### config.mk
export PLATFORM = sky130hd
export DESIGN_NAME = wd_sleep_ctrl
export DESIGN_NICKNAME = d
export VERILOG_FILES = /design/src/wd_sleep_pkg.sv /design/src/wd_sleep_ctrl.sv
export VERILOG_INCLUDE_DIRS = /design/src
export SDC_FILE = /design/constraint.sdc
export NUM_CORES = 1
export LEC_CHECK = 0
export BUFFER_PORTS_ARGS = -buffer_cell sky130_fd_sc_hd__buf_2
export CORE_UTILIZATION = 49
export CTS_CLUSTER_DIAMETER = 60
export DETAILED_ROUTE_END_ITERATION = 7
export HOLD_SLACK_MARGIN = 0.03
export PLACE_DENSITY_LB_ADDON = 0.2
export SETUP_SLACK_MARGIN = 0.15
export SYNTH_ARGS = -nofsm -noshare
export SYNTH_HDL_FRONTEND = slang
export SYNTH_SLANG_ARGS = --single-unit
### constraint.sdc
create_clock -name mclk_in -period 3.9 [get_ports mclk_in]
set_clock_uncertainty 0.1 [all_clocks]
set_input_delay 0.975 -clock mclk_in [delete_from_list [all_inputs] [get_ports mclk_in]]
set_output_delay 0.975 -clock mclk_in [all_outputs]
set_load 0.05 [all_outputs]
### src/wd_sleep_cfg.svh
/*
 * Constants for the watchdog and sleep controller: register offsets,
 * reset values, bus answers and timing counts.
 * Assumes inclusion by bare name from the design file and the bench.
 */
`ifndef WD_SLEEP_CFG_SVH
`define WD_SLEEP_CFG_SVH

// ----------------------------------------------------------------------
// Register map (indices; byte address is four times the index)
// ----------------------------------------------------------------------
`define OPTION_INDEX 12'h081
`define STATUS_INDEX 12'h003
`define OPTION_RESET 8'hFF

// ----------------------------------------------------------------------
// AXI4-Lite answers
// ----------------------------------------------------------------------
`define RESP_OKAY 2'h0
`define RESP_SLVERR 2'h2

// ----------------------------------------------------------------------
// Timing
// ----------------------------------------------------------------------
// Start-up delay after wake in crystal modes, in main oscillator periods
`define OST_TOSC 1024
`define TOSC_NS 8
`define MCLK_NS 8
`define OST_CYCLES ((`OST_TOSC * `TOSC_NS + `MCLK_NS - 1) / `MCLK_NS)
// Watchdog base period in watchdog oscillator ticks, before postscaling
`define WD_BASE_TICKS 256

`endif

### src/wd_sleep_pkg.sv
/*
 * Types shared by the watchdog and sleep controller.
 * Assumes nothing of its surroundings.
 */
package wd_sleep_pkg;

    typedef enum logic [1:0] {ST_RUN, ST_SLEEP, ST_STARTUP} power_state_e;

    typedef struct packed {
        logic pullup_off;
        logic int_edge;
        logic t0_clock_src;
        logic t0_src_edge;
        logic prescaler_assign;
        logic prescale_select_hi;
        logic prescale_select_mid;
        logic prescale_select_lo;
    } option_s;

    typedef struct packed {
        logic [2:0] unused;
        logic timeout_flag_n;
        logic powerdown_flag_n;
        logic wake_pending;
        logic fuse_on;
        logic sleeping;
    } status_s;

    typedef logic [1:0] axi_resp_t;

endpackage

### src/wd_sleep_ctrl.sv
/*
 * Watchdog and power-down controller with an AXI4-Lite register slave.
 * Assumes: CPU instruction strobes and interrupt flags come from logic on
 * mclk_in; the watchdog oscillator and master clear arrive as raw pins.
 */
// The AXI4-Lite interface to the registers was decided locally.
`timescale 1ns/1ps
`default_nettype none
`include "wd_sleep_cfg.svh"

module wd_sleep_ctrl
    import wd_sleep_pkg::*;
#(
    parameter int IRQ_COUNT = 8,
    parameter logic [IRQ_COUNT-1:0] WAKE_CAPABLE = {IRQ_COUNT{1'b1}},
    parameter int PIN_COUNT = 8,
    parameter int ADDR_W = 12,
    parameter int BASE_TICKS = `WD_BASE_TICKS,
    parameter int OST_CYCLES = `OST_CYCLES
) (
    // Clock and reset
    input wire logic mclk_in,
    input wire logic reset_in,
    // AXI4-Lite write
    input wire logic [ADDR_W-1:0] s_axi_awaddr_in,
    input wire logic s_axi_awvalid_in,
    output logic s_axi_awready_out,
    input wire logic [31:0] s_axi_wdata_in,
    input wire logic [3:0] s_axi_wstrb_in,
    input wire logic s_axi_wvalid_in,
    output logic s_axi_wready_out,
    output logic [1:0] s_axi_bresp_out,
    output logic s_axi_bvalid_out,
    input wire logic s_axi_bready_in,
    // AXI4-Lite read
    input wire logic [ADDR_W-1:0] s_axi_araddr_in,
    input wire logic s_axi_arvalid_in,
    output logic s_axi_arready_out,
    output logic [31:0] s_axi_rdata_out,
    output logic [1:0] s_axi_rresp_out,
    output logic s_axi_rvalid_out,
    input wire logic s_axi_rready_in,
    // CPU instruction events
    input wire logic clear_watchdog_instr_in,
    input wire logic sleep_instr_in,
    input wire logic global_irq_enable_in,
    // Interrupt sources
    input wire logic [IRQ_COUNT-1:0] irq_flags_in,
    input wire logic [IRQ_COUNT-1:0] irq_enables_in,
    // Pins and fuses
    input wire logic master_clear_pin_n_in,
    input wire logic watchdog_osc_in,
    input wire logic watchdog_enable_fuse_in,
    input wire logic crystal_mode_in,
    // Port drive from the core
    input wire logic [PIN_COUNT-1:0] port_drive_in,
    input wire logic [PIN_COUNT-1:0] port_oe_in,
    // Outputs to the core and pads
    output logic device_reset_out,
    output logic osc_driver_off_out,
    output logic prefetch_next_out,
    output logic resume_out,
    output logic vector_after_next_out,
    output logic timeout_flag_n_out,
    output logic powerdown_flag_n_out,
    output logic [PIN_COUNT-1:0] port_drive_out,
    output logic [PIN_COUNT-1:0] port_oe_out
);

    localparam int BASE_W = (BASE_TICKS > 1) ? $clog2(BASE_TICKS) : 1;
    localparam int OST_W = $clog2(OST_CYCLES + 1);
    localparam logic [ADDR_W-1:0] OPTION_ADDR = ADDR_W'(`OPTION_INDEX * 4);
    localparam logic [ADDR_W-1:0] STATUS_ADDR = ADDR_W'(`STATUS_INDEX * 4);

    // ------------------------------------------------------------------
    // Pin synchronisers and fuse capture
    // ------------------------------------------------------------------
    logic master_clear_pin_s1_q, master_clear_pin_s2_q;
    logic osc_s1_q, osc_s2_q, osc_s3_q;
    logic fuse_on_q, fuse_taken_q;

    always_ff @(posedge mclk_in or posedge reset_in) begin
        if (reset_in) begin
            master_clear_pin_s1_q <= 1'b1;
            master_clear_pin_s2_q <= 1'b1;
            osc_s1_q <= 1'b0;
            osc_s2_q <= 1'b0;
            osc_s3_q <= 1'b0;
        end else begin
            master_clear_pin_s1_q <= master_clear_pin_n_in;
            master_clear_pin_s2_q <= master_clear_pin_s1_q;
            osc_s1_q <= watchdog_osc_in;
            osc_s2_q <= osc_s1_q;
            osc_s3_q <= osc_s2_q;
        end
    end

    always_ff @(posedge mclk_in or posedge reset_in) begin
        if (reset_in) begin
            fuse_on_q <= 1'b0;
            fuse_taken_q <= 1'b0;
        end else if (!fuse_taken_q) begin
            fuse_on_q <= watchdog_enable_fuse_in;
            fuse_taken_q <= 1'b1;
        end
    end

    // ------------------------------------------------------------------
    // Decoded events
    // ------------------------------------------------------------------
    power_state_e state_q, state_d;
    option_s option_q;
    logic [BASE_W-1:0] base_q;
    logic [6:0] post_q, post_mask;
    logic [OST_W-1:0] ost_q;
    logic timeout_n_q, powerdown_n_q;
    logic master_clear_pin_active, wd_tick, wd_run, wake_pending;
    logic sleep_take, sleep_exec, sleep_nop, wd_clear, base_wrap, expire;
    logic wr_fire;

    assign master_clear_pin_active = ~master_clear_pin_s2_q;
    assign wd_tick = osc_s2_q & ~osc_s3_q;
    assign wd_run = fuse_on_q & fuse_taken_q;
    assign wake_pending = |(irq_flags_in & irq_enables_in & WAKE_CAPABLE);
    assign sleep_take = (state_q == ST_RUN) && sleep_instr_in && !master_clear_pin_active;
    // pending interrupt turns sleep into nop
    assign sleep_exec = sleep_take && !wake_pending;
    assign sleep_nop = sleep_take && wake_pending;
    assign wd_clear = (clear_watchdog_instr_in && state_q == ST_RUN) || sleep_exec ||
                      master_clear_pin_active;

    // ------------------------------------------------------------------
    // Watchdog counter and postscaler
    // ------------------------------------------------------------------
    // ratio 2^select when assigned, else 1:1
    assign post_mask = option_q.prescaler_assign ?
        7'((8'h01 << {option_q.prescale_select_hi, option_q.prescale_select_mid,
                      option_q.prescale_select_lo}) - 8'h01) : 7'h00;
    assign base_wrap = wd_tick && (base_q == BASE_W'(BASE_TICKS - 1));
    assign expire = wd_run && !wd_clear && base_wrap && ((post_q & post_mask) == post_mask);

    always_ff @(posedge mclk_in or posedge reset_in) begin
        if (reset_in) begin
            base_q <= '0;
            post_q <= 7'h00;
        end else if (wd_clear || !wd_run || expire) begin
            base_q <= '0;
            post_q <= 7'h00;
        end else if (wd_tick) begin
            base_q <= base_wrap ? '0 : base_q + 1'b1;
            if (base_wrap) begin
                post_q <= post_q + 7'h01;
            end
        end
    end

    // ------------------------------------------------------------------
    // Status flags
    // ------------------------------------------------------------------
    always_ff @(posedge mclk_in or posedge reset_in) begin
        if (reset_in) begin
            timeout_n_q <= 1'b1;
            powerdown_n_q <= 1'b1;
        end else if (expire) begin
            timeout_n_q <= 1'b0;
        end else if (sleep_exec) begin
            timeout_n_q <= 1'b1;
            powerdown_n_q <= 1'b0;
        end
    end

    // ------------------------------------------------------------------
    // Power state machine
    // ------------------------------------------------------------------
    always_comb begin
        state_d = state_q;
        unique case (state_q)
            ST_RUN: begin
                if (sleep_exec) begin
                    state_d = ST_SLEEP;
                end
            end
            ST_SLEEP: begin
                if (master_clear_pin_active) begin
                    state_d = ST_RUN;
                end else if (expire || wake_pending) begin
                    state_d = crystal_mode_in ? ST_STARTUP : ST_RUN;
                end
            end
            ST_STARTUP: begin
                if (master_clear_pin_active || ost_q == OST_W'(OST_CYCLES - 1)) begin
                    state_d = ST_RUN;
                end
            end
            default: begin
                state_d = ST_RUN;
            end
        endcase
    end

    always_ff @(posedge mclk_in or posedge reset_in) begin
        if (reset_in) begin
            state_q <= ST_RUN;
        end else begin
            state_q <= state_d;
        end
    end

    always_ff @(posedge mclk_in or posedge reset_in) begin
        if (reset_in) begin
            ost_q <= '0;
        end else if (state_q == ST_STARTUP) begin
            ost_q <= ost_q + 1'b1;
        end else begin
            ost_q <= '0;
        end
    end

    // ------------------------------------------------------------------
    // Core-facing outputs
    // ------------------------------------------------------------------
    always_ff @(posedge mclk_in or posedge reset_in) begin
        if (reset_in) begin
            device_reset_out <= 1'b0;
            osc_driver_off_out <= 1'b0;
            prefetch_next_out <= 1'b0;
            resume_out <= 1'b0;
            vector_after_next_out <= 1'b0;
        end else begin
            // run-time expiry resets; master clear resets
            device_reset_out <= master_clear_pin_active || (expire && state_q != ST_SLEEP);
            osc_driver_off_out <= (state_d == ST_SLEEP);
            prefetch_next_out <= sleep_take;
            resume_out <= (state_q != ST_RUN) && (state_d == ST_RUN) && !master_clear_pin_active;
            vector_after_next_out <= (state_q != ST_RUN) && (state_d == ST_RUN) &&
                                     !master_clear_pin_active && global_irq_enable_in && wake_pending;
        end
    end

    assign timeout_flag_n_out = timeout_n_q;
    assign powerdown_flag_n_out = powerdown_n_q;

    always_ff @(posedge mclk_in or posedge reset_in) begin
        if (reset_in) begin
            port_drive_out <= '0;
            port_oe_out <= '0;
        end else if (state_d != ST_SLEEP) begin
            port_drive_out <= port_drive_in;
            port_oe_out <= port_oe_in;
        end
    end

    // ------------------------------------------------------------------
    // AXI4-Lite write channel
    // ------------------------------------------------------------------
    logic [ADDR_W-1:0] aw_addr_q;
    logic [31:0] w_data_q;
    logic [3:0] w_strb_q;
    logic aw_have_q, w_have_q;

    assign wr_fire = aw_have_q && w_have_q && !s_axi_bvalid_out;

    always_ff @(posedge mclk_in or posedge reset_in) begin
        if (reset_in) begin
            aw_addr_q <= '0;
            w_data_q <= 32'h0000_0000;
            w_strb_q <= 4'h0;
            aw_have_q <= 1'b0;
            w_have_q <= 1'b0;
            s_axi_awready_out <= 1'b1;
            s_axi_wready_out <= 1'b1;
            s_axi_bvalid_out <= 1'b0;
            s_axi_bresp_out <= `RESP_OKAY;
        end else begin
            if (s_axi_awvalid_in && s_axi_awready_out) begin
                aw_addr_q <= s_axi_awaddr_in;
                aw_have_q <= 1'b1;
                s_axi_awready_out <= 1'b0;
            end
            if (s_axi_wvalid_in && s_axi_wready_out) begin
                w_data_q <= s_axi_wdata_in;
                w_strb_q <= s_axi_wstrb_in;
                w_have_q <= 1'b1;
                s_axi_wready_out <= 1'b0;
            end
            if (wr_fire) begin
                aw_have_q <= 1'b0;
                w_have_q <= 1'b0;
                s_axi_bvalid_out <= 1'b1;
                if (aw_addr_q[ADDR_W-1:2] == OPTION_ADDR[ADDR_W-1:2] ||
                    aw_addr_q[ADDR_W-1:2] == STATUS_ADDR[ADDR_W-1:2]) begin
                    s_axi_bresp_out <= `RESP_OKAY;
                end else begin
                    s_axi_bresp_out <= `RESP_SLVERR;
                end
            end
            if (s_axi_bvalid_out && s_axi_bready_in) begin
                s_axi_bvalid_out <= 1'b0;
                s_axi_awready_out <= 1'b1;
                s_axi_wready_out <= 1'b1;
            end
        end
    end

    // only bus writes touch the assignment bit
    always_ff @(posedge mclk_in or posedge reset_in) begin
        if (reset_in) begin
            option_q <= `OPTION_RESET;
        end else if (wr_fire && w_strb_q[0] &&
                     aw_addr_q[ADDR_W-1:2] == OPTION_ADDR[ADDR_W-1:2]) begin
            option_q <= w_data_q[7:0];
        end
    end

    // ------------------------------------------------------------------
    // AXI4-Lite read channel
    // ------------------------------------------------------------------
    status_s status;

    always_comb begin
        status = '0;
        status.timeout_flag_n = timeout_n_q;
        status.powerdown_flag_n = powerdown_n_q;
        status.wake_pending = wake_pending;
        status.fuse_on = wd_run;
        status.sleeping = (state_q != ST_RUN);
    end

    always_ff @(posedge mclk_in or posedge reset_in) begin
        if (reset_in) begin
            s_axi_arready_out <= 1'b1;
            s_axi_rvalid_out <= 1'b0;
            s_axi_rdata_out <= 32'h0000_0000;
            s_axi_rresp_out <= `RESP_OKAY;
        end else if (s_axi_arvalid_in && s_axi_arready_out) begin
            s_axi_arready_out <= 1'b0;
            s_axi_rvalid_out <= 1'b1;
            if (s_axi_araddr_in[ADDR_W-1:2] == OPTION_ADDR[ADDR_W-1:2]) begin
                s_axi_rdata_out <= {24'h00_0000, option_q};
                s_axi_rresp_out <= `RESP_OKAY;
            end else if (s_axi_araddr_in[ADDR_W-1:2] == STATUS_ADDR[ADDR_W-1:2]) begin
                s_axi_rdata_out <= {24'h00_0000, status};
                s_axi_rresp_out <= `RESP_OKAY;
            end else begin
                s_axi_rdata_out <= 32'h0000_0000;
                s_axi_rresp_out <= `RESP_SLVERR;
            end
        end else if (s_axi_rvalid_out && s_axi_rready_in) begin
            s_axi_rvalid_out <= 1'b0;
            s_axi_arready_out <= 1'b1;
        end
    end
endmodule

`default_nettype wire

==> summary by stage <==
Final layout
For this run, the share of the core covered by cells in the final layout is between 60% and 70%. The post-route netlist has 40.1% of its cells at a drive strength greater than 1. From synthesis to final layout, the design area changed by 17.4%.

The number of inserted diodes is 0. The number of filler instances in the final layout is roughly 740. The area of all placed cells without fillers is approximately 0.0053 mm^2.

For this run, the post-layout net count is about 610.

Worst setup path
The startpoint of the worst register-to-register path is option_q[1]. The critical path ends at port_oe_out[4]. The worst register-to-register path has a setup slack of around 1.5 ns.

The capturing element type of the critical path is a flop. The worst-case reg-to-reg path depth is 5. The endpoint identified for the worst register-to-register timing path is port_oe_out[4]. The worst setup path is launched from an input port. The cell at the slowest stage of the critical path is o211ai_4. In this run the worst setup path begins at irq_flags_in[1]. In this design, the stage delay of the slowest critical-path cell is between 0.6 and 0.7 ns. Of all nets on the critical path, the largest fanout is 17. The critical path goes through buf_2 > a22oi_1 > and4_1 > nand3_1 > o211ai_4 > mux2_2.

The worst endpoint required time is between 4 and 5 ns. The data arrival time at the worst-slack endpoint is a little under 3 ns. The worst setup path is of the in2reg kind.

Logic synthesis
The instance count of the mapped netlist is roughly 380. Of the total synthesized cell area, the portion taken by XOR and XNOR cells is under 10%. After Yosys synthesis, and, or, nand and nor cells account for between 10% and 20% of the synthesized area.

The number of storage elements in the synthesis netlist is slightly above 100. The count of unique library cells instantiated by Yosys is a little over 50. In the synthesized netlist, mux cells make up 12.3% of the area.

Counting flops with a built-in enable in the synthesized netlist gives 0. The number of warnings printed during yosys synthesis is 0. Of the synthesized area, sequential elements account for 56.5%. The synthesized-area fraction occupied by ao, oa, aoi and oai cells is 9.73%. Summing the areas of all fa, ha and maj instances in the mapped netlist gives less than 1% of the synthesized area. The fraction of synthesis flops using an asynchronous set or reset pin is 100%. The synthesized netlist occupies a cell area of 0.00455 mm^2. By area, the combinational part of the netlist is dominated by multiplexers. The most common flop cell mapped by yosys is dfrtp_1. The average footprint of a synthesized cell is ~12 um^2.

Pwr
For this design the ratio of total power to cell area is approximately 460 mW/mm^2. Across the VDD grid, the largest voltage drop is ~0.33 mV. In this run the static leakage power is about 2.5 nW. The overall power is roughly 2.5 mW.

Die
The standard cell core area is 0.00885 mm^2. During I/O placement, the number of pins put on the boundary was 170. The horizontal die dimension is approximately 98 um. The floorplan die height is 98.4 um.

The initialized floorplan defines 34 standard-cell rows. The initial utilization of the core area, before any placement, comes to between 50% and 60%. The full die area is 0.00968 mm^2.

Detailed routing
Dividing the detail-routed via count by the number of cells gives 5.20. The residual antenna-violating net count after detailed routing is 0. The detailed router placed 3182 vias in this run. Before antenna repair, the detailed router went through 8 iterations. The routed design has between 8000 and 9000 um of wire. For this run, design rule violations remaining after detail routing come to 10. In this run, the number of DRC markers left after iteration 0 of detailed routing was between 150 and 200. The average wire per cell in the routed design is ~14 um.

Flow run
The count of maximum capacitance violations is 0.

Global routing
Entering global routing, the biggest net connects between 60 and 70 pins. The first-pass GRT wire length is between 10000 and 15000 um. The number of global-route vias before repair is around 3200. The number of antenna violations at the first check in global routing is 0. The overflow left after global routing is 0. The total track usage is 19.3%.

STA
Setup violations remaining at the end of the flow were counted as 0. The number of pins with negative max-slew slack in the final report is 0. The ratio of final minimum period to clock period is 70.8%. Derived from the worst setup path, the maximum achievable clock frequency is between 300 and 400 MHz. Setup repair after global routing left no endpoint under its margin. The sum of negative setup slack is 0 ns.

The post-layout minimum cycle time is approximately 2.8 ns. Measured against its own limit, the worst slew margin works out to 38.4%. The final hold violation count was 0. For the pin with the worst max-slew slack, the measured transition is a little over 0.9 ns.

Placement
The post-placement cell area is 0.00515 mm^2. Once detailed placement completed, the half-perimeter wirelength came to 6370 um. In this run the tool buffered the top-level ports with 112 buffer cells. At the end of routability-driven placement, the weighted congestion stood at ~0.84.

Worst hold path
The type of the most critical hold path is reg2reg.

Clock tree
Buffers inserted to repair hold after CTS numbered 0. The clock tree root buffer cell is clkbuf_8. The number of buffers inserted during clock tree synthesis is 9.

The deepest level of the CTS H-tree is 3. The number of buffers between clock root and the deepest sink is 2. The CTS tree is yes. Buffers added to address setup during post-CTS repair amount to 0. Clock-pin slew was measured on the worst setup and hold paths at about 0.11 ns. The clock network latency to the later pin of the worst-skew pair is 0.36 ns. The number of gates resized after cts is 0. For this design, the sink count on the clock tree is slightly above 100.

Outcome
The final reports fail on design-rule violations. The flow ran to the end, but the final reports show violations.
[registers in the layout, summed over array words and instances, names as in the netlist, 2 cells and up]
signal / cells
base_q: 8
ost_q: 11
option_q: 8
aw_addr_q: 10
state_q: 2
port_oe_out: 8
s_axi_rdata_out: 8
port_drive_out: 8
post_q: 7
w_data_q: 8
[cells by family after synthesis]
logic type | Yosys count
flops | 102
xor+xnor | 15
mux | 47
buf+inv | 41
compound gates | 65
other cells | 2
fa+ha+maj | 3
simple gates | 103
[synth_stat cells, types with 2 or more instances]
library cell,instances,share of area [%]
nor2_1,20,1.6
nor2b_1,2,0.27
mux2_4,9,3.0
dfrtp_1,87,48
nor3b_1,3,0.49
o211ai_1,2,0.33
and3_1,3,0.41
nand2_1,27,2.2
or3_1,5,0.69
or4_1,2,0.33
clkbuf_1,4,0.33
o31ai_1,3,0.49
mux2_2,37,9.2
nor3_1,6,0.66
conb_1,2,0.16
a21boi_0,2,0.33
buf_4,26,4.3
nand4_1,7,0.96
nand3_1,14,1.5
a21oi_1,15,1.6
a31oi_1,5,0.69
nand2b_1,3,0.41
a22oi_1,8,1.3
a22o_1,2,0.38
ha_1,3,0.82
o21ai_0,18,2.0
and4_1,2,0.38
a21o_1,2,0.33
inv_1,10,0.82
dfstp_2,15,8.7
xnor2_1,3,0.58
xor2_1,12,2.3
[layer usage]
layer  global-route usage (%)  vias up  part of all wire [%]
li1                         -     1543                     -
met1                     25.0     1534                    46
met2                     31.5       94                    48
met3                     5.01       11                   4.5
met4                     6.89        0                   1.7
met5                        0        -                     0
[final cells by class]
type                       count  area [um^2]  share of cell area [%]
clock inverter                 7         66.3                    1.24
tap                          108          135                    2.53
sequential                   102         2570                    48.1
multi-input combinational    260         1820                    34.0
inverter                      10         40.0                   0.749
clock buffer                   9          124                    2.32
timing repair buffer         116          591                    11.1
[critical path: cells and delay by family]
kind	cells	cell delay, ns
mux	1	0.41
buf+inv	1	0.09
simple gates	2	0.59
compound gates	2	0.83
[through the flow]
| stage | hold slack [ns] | instances | setup slack [ns] |
|---|---|---|---|
| 2_1_floorplan | 0.231 | 403 | 0.174 |
| 3_3_place_gp | 0.235 | 596 | 0.783 |
| 3_5_place_dp | 0.235 | 596 | 0.758 |
| 4_1_cts | 0.252 | 612 | 1.16 |
| 5_1_grt | 0.254 | 612 | 1.04 |
| 6_report | 0.248 | 612 | 1.14 |
[worst min-delay path by stage]
stage | from | to | slack [ns] | depth (start not counted)
global placement | osc_s1_q | osc_s2_q | 0.24 | 0
floorplan | osc_s1_q | osc_s2_q | 0.23 | 0
CTS | osc_s1_q | osc_s2_q | 0.25 | 0
detailed placement | osc_s1_q | osc_s2_q | 0.23 | 0
global route | osc_s1_q | osc_s2_q | 0.25 | 0
finish | osc_s1_q | osc_s2_q | 0.25 | 0
[cell usage in the layout, fill, tap and decap left out, types with 2 or more instances in the layout]
master,Yosys,layout
buf_2,0,112
dfrtp_1,87,87
mux2_2,37,37
nand2_1,27,27
conb_1,2,27
nor2_1,20,20
o21ai_0,18,18
a21oi_1,15,15
dfstp_2,15,15
nand3_1,14,14
xor2_1,12,12
inv_1,10,9
mux2_4,9,9
clkbuf_8,0,9
a22oi_1,8,8
nand4_1,7,7
nor3_1,6,6
a31oi_1,5,5
or3_1,5,5
buf_4,26,4
nand2b_1,3,3
nor3b_1,3,3
o31ai_1,3,3
and3_1,3,3
xnor2_1,3,3
ha_1,3,3
inv_8,0,3
or4_1,2,2
a21boi_0,2,2
and4_1,2,2
a21o_1,2,2
nor2b_1,2,2
o211ai_1,2,2
a22o_1,2,2
clkinvlp_4,0,2
[report_power, final]
part	switching (mW)	internal [mW]	total, mW
sequential	0.0952	1.22	1.32
clock	0.387	0.249	0.636
combinational	0.321	0.193	0.513
total	0.803	1.66	2.47
No activity file was read; power rests on OpenSTA's default activity.
